**src/logic/cef_defines.svh**
```systemverilog
/*
  Offsets, field positions, reserved masks and timing counts of the charger
  event flag bank.
  Assumes a 40 MHz ref_clk_i; included by bare name from the design only.
*/
`ifndef CEF_DEFINES_SVH
`define CEF_DEFINES_SVH

// register offsets on the serial control port
`define CEF_OFS_FLAGS_TWO      8'h24
`define CEF_OFS_FLAGS_THREE    8'h25
`define CEF_OFS_FAULT_ZERO     8'h26

// byte lanes of the internal 24-bit flag vector
`define CEF_LANE_TWO           0
`define CEF_LANE_THREE         1
`define CEF_LANE_FAULT         2

// charger event flags two
`define CEF_F2_DPDM_DONE       6
`define CEF_F2_ADC_DONE        5
`define CEF_F2_MIN_SYS         4
`define CEF_F2_FAST_TMR        3
`define CEF_F2_TRICKLE_TMR     2
`define CEF_F2_PRE_TMR         1
`define CEF_F2_TOPOFF_TMR      0

// charger event flags three
`define CEF_F3_BATT_LOW_OUT    4
`define CEF_F3_TS_COLD         3
`define CEF_F3_TS_COOL         2
`define CEF_F3_TS_WARM         1
`define CEF_F3_TS_HOT          0

// protection fault flags zero
`define CEF_FF_IBAT_REG        7
`define CEF_FF_BUS_OV          6
`define CEF_FF_BATT_OV         5
`define CEF_FF_INPUT_OC        4
`define CEF_FF_DISCH_OC        3
`define CEF_FF_CONV_OC         2

// implemented bits per register, the rest read as zero
`define CEF_IMPL_TWO           8'h7f
`define CEF_IMPL_THREE         8'h1f
`define CEF_IMPL_FAULT         8'hfc
`define CEF_RESET_FLAGS        8'h00

// bits that flag on both edges of their status level
`define CEF_ANY_TWO            8'h10
`define CEF_ANY_THREE          8'h00
`define CEF_ANY_FAULT          8'h80

// interrupt pulse timing
`define CEF_CLK_PERIOD_NS      25
`define CEF_INT_PULSE_NS       100
`define CEF_INT_PULSE_CYC      ((`CEF_INT_PULSE_NS + `CEF_CLK_PERIOD_NS - 1) / `CEF_CLK_PERIOD_NS)

`endif

```
**src/logic/cef_pkg.sv**
```systemverilog
/*
  Types of the charger event flag bank: status carrier, mask carrier and the
  read-port state machine encoding.
  Needs nothing from cef_defines.svh; its encodings are written in place.
*/
`default_nettype none

package cef_pkg;

  // status levels from the charger core, all active high
  typedef struct packed {
    logic dpdm_busy;
    logic dpdm_done;
    logic adc_done;
    logic adc_one_shot;
    logic min_sys_reg;
    logic fast_tmr_exp;
    logic trickle_tmr_exp;
    logic pre_tmr_exp;
    logic topoff_tmr_exp;
    logic batt_low_power_out;
    logic ts_cold;
    logic ts_cool;
    logic ts_warm;
    logic ts_hot;
    logic batt_current_reg;
    logic bus_ov;
    logic batt_ov;
    logic input_oc;
    logic discharge_oc;
    logic conv_oc;
  } cef_status_s;

  // mask bytes, bit for bit aligned with the flag registers
  typedef struct packed {
    logic [7:0] fault_zero;
    logic [7:0] flags_three;
    logic [7:0] flags_two;
  } cef_mask_s;

  // read-port state, one-hot
  typedef enum logic [1:0] {
    CEF_RD_IDLE   = 2'b01,
    CEF_RD_ANSWER = 2'b10
  } cef_rd_state_e;

endpackage : cef_pkg

`default_nettype wire
```
**src/logic/cef_edge_det.sv**
```systemverilog
/*
  Per-bit edge detector: rising edge, or any change where any_i is set.
  Assumes levels synchronous to clk_i; output is combinational from one flop.
*/
`default_nettype none

module cef_edge_det #(
  parameter int W = 24
) (
  // clock and reset
  input  wire logic         clk_i,
  input  wire logic         rst_i,
  // levels and per-bit mode
  input  wire logic [W-1:0] lvl_i,
  input  wire logic [W-1:0] any_i,
  // one-cycle events
  output logic      [W-1:0] evt_o
);

  logic [W-1:0] prev_reg;

  // previous level; zero at reset so a level already high flags once
  always_ff @(posedge clk_i or posedge rst_i) begin
    if (rst_i) begin
      prev_reg <= '0;
    end else begin
      prev_reg <= lvl_i;
    end
  end

  // rising edge, or either edge for transition-type flags
  assign evt_o = (any_i & (lvl_i ^ prev_reg)) | (~any_i & lvl_i & ~prev_reg);

endmodule // cef_edge_det

`default_nettype wire

```
**src/logic/cef_event_flags.sv**
```systemverilog
/*
  Charger event flag bank: three read-only, clear-on-read flag registers
  fed by charger status levels, with a masked interrupt pulse.
  Assumes the serial control port decodes its frames elsewhere and presents
  single-byte reads here; mask bytes come from the mask registers outside.
*/
`default_nettype none

`include "cef_defines.svh"

//
// Contract
// - data-line detect done flag bit 6 sets on completion, zero while running.
// - conversion done flag bit 5 sets on conversion end, one-shot mode only.
// - minimum-system flag bit 4 sets on entering or leaving that regulation.
// - fast-charge timeout flag bit 3 sets on expiry rising edge.
// - trickle-charge timeout flag bit 2 sets on expiry rising edge.
// - pre-charge timeout flag bit 1 sets on expiry rising edge.
// - top-off timeout flag bit 0 sets on expiry rising edge.
// - battery-too-low flag bit 4 of third register sets when battery falls low.
// - thermistor cold flag bit 3 sets on crossing cold threshold.
// - thermistor cool flag bit 2 sets on crossing cool threshold.
// - thermistor warm flag bit 1 sets on crossing warm threshold.
// - thermistor hot flag bit 0 sets on crossing hot threshold.
// - battery current regulation fault bit 7 sets on entry and exit.
// - fault bits 6,5,4,2 set on entering bus OV, battery OV, input OC, converter OC.
// - discharge over-current fault bit 3 sets on entering that protection.
// - each flag event pulses the interrupt unless its mask bit is one.
module cef_event_flags (
  // clock and reset
  input  wire logic                 ref_clk_i,
  input  wire logic                 rst_i,
  // charger status levels and mask bytes
  input  wire cef_pkg::cef_status_s status_i,
  input  wire cef_pkg::cef_mask_s   mask_i,
  // register read port
  input  wire logic                 rd_req_i,
  input  wire logic [7:0]           rd_addr_i,
  output logic      [7:0]           rd_data_o,
  output logic                      rd_valid_o,
  // interrupt
  output logic                      int_pulse_o
);

  localparam logic [3:0] PULSE_CYC = 4'(`CEF_INT_PULSE_CYC);

  // position of a flag in the 24-bit vector
  function automatic int flag_idx(input int lane, input int bit_pos);
    flag_idx = lane * 8 + bit_pos;
  endfunction

  // one-hot lane select of a register address, zero when unmapped
  function automatic logic [2:0] lane_sel(input logic [7:0] addr);
    if (addr == `CEF_OFS_FLAGS_TWO) begin
      lane_sel = 3'h1;
    end else if (addr == `CEF_OFS_FLAGS_THREE) begin
      lane_sel = 3'h2;
    end else if (addr == `CEF_OFS_FAULT_ZERO) begin
      lane_sel = 3'h4;
    end else begin
      lane_sel = 3'h0;
    end
  endfunction

  localparam int IDX_DPDM = flag_idx(`CEF_LANE_TWO, `CEF_F2_DPDM_DONE);
  localparam int IDX_ADC  = flag_idx(`CEF_LANE_TWO, `CEF_F2_ADC_DONE);

  logic [23:0]            lvl_vec;
  logic [23:0]            any_vec;
  logic [23:0]            edge_evt;
  logic [23:0]            impl_vec;
  logic [23:0]            set_vec;
  logic [23:0]            clr_vec;
  logic [23:0]            flags_reg;
  logic [23:0]            flags_next;
  logic [2:0]             sel;
  logic [7:0]             rd_byte;
  logic                   rd_take;
  logic                   new_evt;
  logic [3:0]             pulse_cnt_reg;
  cef_pkg::cef_rd_state_e rd_state_reg;
  cef_pkg::cef_rd_state_e rd_state_next;

  // status levels placed at their flag positions
  always_comb begin
    lvl_vec = '0;
    lvl_vec[IDX_DPDM] = status_i.dpdm_done;
    lvl_vec[IDX_ADC]  = status_i.adc_done;
    lvl_vec[flag_idx(`CEF_LANE_TWO, `CEF_F2_MIN_SYS)]       = status_i.min_sys_reg;
    lvl_vec[flag_idx(`CEF_LANE_TWO, `CEF_F2_FAST_TMR)]      = status_i.fast_tmr_exp;
    lvl_vec[flag_idx(`CEF_LANE_TWO, `CEF_F2_TRICKLE_TMR)]   = status_i.trickle_tmr_exp;
    lvl_vec[flag_idx(`CEF_LANE_TWO, `CEF_F2_PRE_TMR)]       = status_i.pre_tmr_exp;
    lvl_vec[flag_idx(`CEF_LANE_TWO, `CEF_F2_TOPOFF_TMR)]    = status_i.topoff_tmr_exp;
    lvl_vec[flag_idx(`CEF_LANE_THREE, `CEF_F3_BATT_LOW_OUT)] = status_i.batt_low_power_out;
    lvl_vec[flag_idx(`CEF_LANE_THREE, `CEF_F3_TS_COLD)]     = status_i.ts_cold;
    lvl_vec[flag_idx(`CEF_LANE_THREE, `CEF_F3_TS_COOL)]     = status_i.ts_cool;
    lvl_vec[flag_idx(`CEF_LANE_THREE, `CEF_F3_TS_WARM)]     = status_i.ts_warm;
    lvl_vec[flag_idx(`CEF_LANE_THREE, `CEF_F3_TS_HOT)]      = status_i.ts_hot;
    lvl_vec[flag_idx(`CEF_LANE_FAULT, `CEF_FF_IBAT_REG)]    = status_i.batt_current_reg;
    lvl_vec[flag_idx(`CEF_LANE_FAULT, `CEF_FF_BUS_OV)]      = status_i.bus_ov;
    lvl_vec[flag_idx(`CEF_LANE_FAULT, `CEF_FF_BATT_OV)]     = status_i.batt_ov;
    lvl_vec[flag_idx(`CEF_LANE_FAULT, `CEF_FF_INPUT_OC)]    = status_i.input_oc;
    lvl_vec[flag_idx(`CEF_LANE_FAULT, `CEF_FF_CONV_OC)]     = status_i.conv_oc;
    lvl_vec[flag_idx(`CEF_LANE_FAULT, `CEF_FF_DISCH_OC)]    = status_i.discharge_oc;
  end

  // transition-type flags fire on both edges
  assign any_vec  = {`CEF_ANY_FAULT, `CEF_ANY_THREE, `CEF_ANY_TWO};
  assign impl_vec = {`CEF_IMPL_FAULT, `CEF_IMPL_THREE, `CEF_IMPL_TWO};

  cef_edge_det #(
    .W (24)
  ) u_edge (
    .clk_i (ref_clk_i),
    .rst_i (rst_i),
    .lvl_i (lvl_vec),
    .any_i (any_vec),
    .evt_o (edge_evt)
  );

  // qualified set events; detection restart suppresses the done flag
  always_comb begin
    set_vec = edge_evt & impl_vec;
    set_vec[IDX_ADC] = edge_evt[IDX_ADC] & status_i.adc_one_shot;
    if (status_i.dpdm_busy) begin
      set_vec[IDX_DPDM] = 1'b0;
    end
  end

  // read request decode; only taken while idle
  assign sel     = lane_sel(rd_addr_i);
  assign rd_take = rd_req_i && (rd_state_reg == cef_pkg::CEF_RD_IDLE);

  // clear only the bits handed to the host, so a later event is kept
  always_comb begin
    clr_vec = '0;
    rd_byte = 8'h00;
    if (rd_take) begin
      if (sel[0]) begin
        rd_byte = flags_reg[7:0];
      end else if (sel[1]) begin
        rd_byte = flags_reg[15:8];
      end else if (sel[2]) begin
        rd_byte = flags_reg[23:16];
      end
      clr_vec = {sel[2] ? rd_byte : 8'h00, sel[1] ? rd_byte : 8'h00, sel[0] ? rd_byte : 8'h00};
    end
  end

  // set wins over the clear of the same cycle
  always_comb begin
    flags_next = ((flags_reg & ~clr_vec) | set_vec) & impl_vec;
    if (status_i.dpdm_busy) begin
      flags_next[IDX_DPDM] = 1'b0;
    end
  end

  // flag storage, all clear at power-on
  always_ff @(posedge ref_clk_i or posedge rst_i) begin
    if (rst_i) begin
      flags_reg <= {3{`CEF_RESET_FLAGS}};
    end else begin
      flags_reg <= flags_next;
    end
  end

  // read port sequencing
  always_comb begin
    rd_state_next = rd_state_reg;
    case (rd_state_reg)
      cef_pkg::CEF_RD_IDLE: begin
        if (rd_req_i) begin
          rd_state_next = cef_pkg::CEF_RD_ANSWER;
        end
      end
      cef_pkg::CEF_RD_ANSWER: begin
        rd_state_next = cef_pkg::CEF_RD_IDLE;
      end
      default: begin
        rd_state_next = cef_pkg::CEF_RD_IDLE;
      end
    endcase
  end

  always_ff @(posedge ref_clk_i or posedge rst_i) begin
    if (rst_i) begin
      rd_state_reg <= cef_pkg::CEF_RD_IDLE;
    end else begin
      rd_state_reg <= rd_state_next;
    end
  end

  // read answer; data holds until the next accepted read
  always_ff @(posedge ref_clk_i or posedge rst_i) begin
    if (rst_i) begin
      rd_data_o  <= 8'h00;
      rd_valid_o <= 1'b0;
    end else begin
      rd_valid_o <= rd_take;
      if (rd_take) begin
        rd_data_o <= rd_byte; // unmapped address answers zero
      end
    end
  end

  // any unmasked new event starts or restarts the pulse
  assign new_evt = |(set_vec & ~mask_i);

  // fixed-width pulse; back-to-back events merge into one longer pulse
  always_ff @(posedge ref_clk_i or posedge rst_i) begin
    if (rst_i) begin
      pulse_cnt_reg <= 4'h0;
      int_pulse_o   <= 1'b0;
    end else if (new_evt) begin
      pulse_cnt_reg <= PULSE_CYC;
      int_pulse_o   <= 1'b1;
    end else if (pulse_cnt_reg > 4'h1) begin
      pulse_cnt_reg <= pulse_cnt_reg - 4'h1;
      int_pulse_o   <= 1'b1;
    end else begin
      pulse_cnt_reg <= 4'h0;
      int_pulse_o   <= 1'b0;
    end
  end

endmodule // cef_event_flags

`default_nettype wire

```
**config.mk**
```make
export PLATFORM = sky130hd
export DESIGN_NAME = cef_event_flags
export DESIGN_NICKNAME = d
export VERILOG_FILES = /design/src/logic/cef_pkg.sv /design/src/logic/cef_edge_det.sv /design/src/logic/cef_event_flags.sv
export VERILOG_INCLUDE_DIRS = /design/src /design/src/logic
export SDC_FILE = /design/constraint.sdc
export NUM_CORES = 1
export LEC_CHECK = 0
export BUFFER_PORTS_ARGS = -buffer_cell sky130_fd_sc_hd__buf_2
export CORE_MARGIN = 2
export CORE_UTILIZATION = 40
export CTS_CLUSTER_SIZE = 8
export DETAILED_ROUTE_END_ITERATION = 8
export GPL_TIMING_DRIVEN = 0
export HOLD_SLACK_MARGIN = 0.02
export PLACE_DENSITY = 0.69
export SLEW_MARGIN = 20
export SYNTH_ARGS = -nofsm -noshare
export SYNTH_HDL_FRONTEND = slang
export SYNTH_HIERARCHICAL = 1
export SYNTH_SLANG_ARGS = --single-unit
```
**constraint.sdc**
```tcl
create_clock -name ref_clk_i -period 2.6 [get_ports ref_clk_i]
set_clock_uncertainty 0.05 [all_clocks]
set_input_delay 0.13 -clock ref_clk_i [delete_from_list [all_inputs] [get_ports ref_clk_i]]
set_output_delay 0.13 -clock ref_clk_i [all_outputs]
set_load 0.01 [all_outputs]
```
==> impl_results.md <==
* Non-Filler Cell Area, Final at between 3000 and 4000 um^2
* # diodes at 0
* Total setup violations reported at the end of the flow at 0
* R2R Setup Slk at 0.26 ns
* Endpoint of the worst hold path: flags_reg[5]
* Yosys warning count at 6
* Critical register-to-register path startpoint: u_edge/prev_reg[4]
* Area enclosed by the die boundary at 6602 um^2
* Setup total negative slack at 0 ns
* DRT antenna net count at 0
* Clock insertion delay at the later pin of the skew report at roughly 0.30 ns
* Arr. time, crit path at 2.54 ns
* Worst setup SP type: input port
* Max Cap Violations at 0
* Critical Path End Type: flip-flop
* Total buffers and inverters traversed by the critical path at 2
* FF-to-FF path depth at 6
* CTS Root Buffer Type: sky130_fd_sc_hd__clkbuf_8
* Cell area after synthesis at around 2400 um^2
* Minimum period implied by the final worst setup slack at around 2.4 ns
* Effective utilization at floorplan at 0.4080
* Clock tree from TritonCTS: yes
* Number of nets in the layout at 369
* Worst-path clk slew at 0.09 ns
* Final worst path period share at 0.9281
* Synth-to-layout area growth at 30.56%
* Chain of cells forming the critical path: dlygate4sd3_1, buf_2, nand3b_1, o21ai_2, nor2b_1, a2111oi_0, nand3_1, or3b_2
* Share of final-layout standard cells stronger than drive strength 1 at 0.2939
* Global Route Usage Sum at 0.1618
* Transition time at the pin with the least slew margin at around 0.73 ns
* Final weighted congestion of routability-driven global placement at roughly 0.73
* Cells on Worst Hold Path at 3
* Remaining DRCs at 0
* Count of final max-slew check failures at 0
* Slowest CP cell: sky130_fd_sc_hd__a2111oi_0
* Die height at between 80 and 90 um
* Instance area after placement at approximately 2800 um^2
* Total wirelength of the detailed-routed design at approximately 4800 um
* Critical Setup Path Class: input port to flip-flop
* Gate Count Post-Synth at around 210
* Number of H-tree branching levels at 2
* Placement Rows at 28
* WL/cell at between 10 and 15 um
* Static leakage power at between 1 and 1.5 nW
* Unrepaired setup endpoints after global routing: no
* # Post-CTS Setup Buffers at 0
* Total congestion overflow at 0
* Outcome: finished, final reports clean
* I/O pin count at 65
* Routed via count at 1839
* Worst path required time at roughly 2.7 ns
* Max Clk Rate at 414.4 MHz
* Final Hold Viols at 0
* Count of port buffers added during placement at 57
* Most frequent standard cell in the layout excluding fill and tap cells: sky130_fd_sc_hd__buf_2
* Number of global-route vias before repair at roughly 1.7k
* Worst Hold Launch: status_i[16]
* Maximum number of pins on one net before global-route repair at 35
* Family with the most delay on the worst path: simple AND/OR/NAND/NOR gates
* VDD IR max at roughly 0.28 mV
* Pwr dens at 485.6 nW/um^2
* Type of the tightest min-delay check: input port to flip-flop
* Count of routing violations after the opening detailed-route iteration at about 110
* Placed wire-length estimate after detailed placement at about 3600 um
* # resized after CTS at 0
* Post-DR vias/cell at between 4 and 5
* Mean Syn Cell Area at roughly 11 um^2
* First-pass detailed-route iteration total at 4
* Headroom to the max-slew limit at 0.4992
* Clock sink total at 52
* Width of the die at slightly above 80 um
* Antenna violations before repair at 0
* Hold-fix buffers at CTS at 20
* Num CTS Buffers at 5
* Top library cells by usage in the layout, fill and taps aside: sky130_fd_sc_hd__buf_2, sky130_fd_sc_hd__dfrtp_1, sky130_fd_sc_hd__inv_1, sky130_fd_sc_hd__dlygate4sd3_1
* Core box area at ~5900 um^2
* Longest Clk Path Bufs at 2
* Crit Reg-Reg Endpoint: int_pulse_o
* Worst-path fanout max at 5
* First-pass GRT wire length at 7990 um
* Stage delay of the slowest cell on the critical path at ~0.67 ns
* Startpoint of the most critical setup path: status_i[15]
==> how the worst max path moves through the flow <==
stage | end | cells after the start
floorplan | int_pulse_o | 6
global route | int_pulse_o | 8
CTS | int_pulse_o | 8
global placement | int_pulse_o | 6
detailed placement | int_pulse_o | 6
finish | int_pulse_o | 8
==> area by class of cell <==
class	instances	area (um^2)
buffer	4	23.77
timing repair buffer	77	485.5
multi-input combinational	135	982.2
inverter	37	138.9
clock buffer	8	90.09
tap	75	93.84
fill	531	2734
sequential	52	1303
==> power breakdown <==
group	internal [mW]	switching, mW	total [mW]
logic	0.0947	0.103	0.197
clock network	0.218	0.250	0.467
registers	0.834	0.0150	0.849
total	1.15	0.367	1.51
==> routing by layer <==
layer	track usage	part of all wire	vias up
met2	0.2562	0.47	46
met5	0	0	-
met3	0.03333	0.047	8
met1	0.2172	0.46	864
li1	-	-	921
met4	0.06610	0.022	0
==> tightest hold or removal path, stage by stage <==
cell and delay, ns:
sky130_fd_sc_hd__buf_2 0.07, sky130_fd_sc_hd__nand2_1 0.06, sky130_fd_sc_hd__o21ai_0 0.08
==> per-stage QoR <==
stage	total power [mW]	hold slack, ns	worst slack (ns)	utilization	std cells
6_report	1.514	0.02389	0.1871	0.5327	388
5_1_grt	1.599	0.03379	0.1621	0.5327	388
4_1_cts	1.530	0.03274	0.1990	0.5327	388
3_5_place_dp	1.042	0.2134	0.2873	0.4831	360
3_3_place_gp	1.036	0.2102	0.3454	0.4831	360
2_1_floorplan	0.9669	0.01857	0.7834	-	228
No activity file was read; power rests on OpenSTA's default activity.
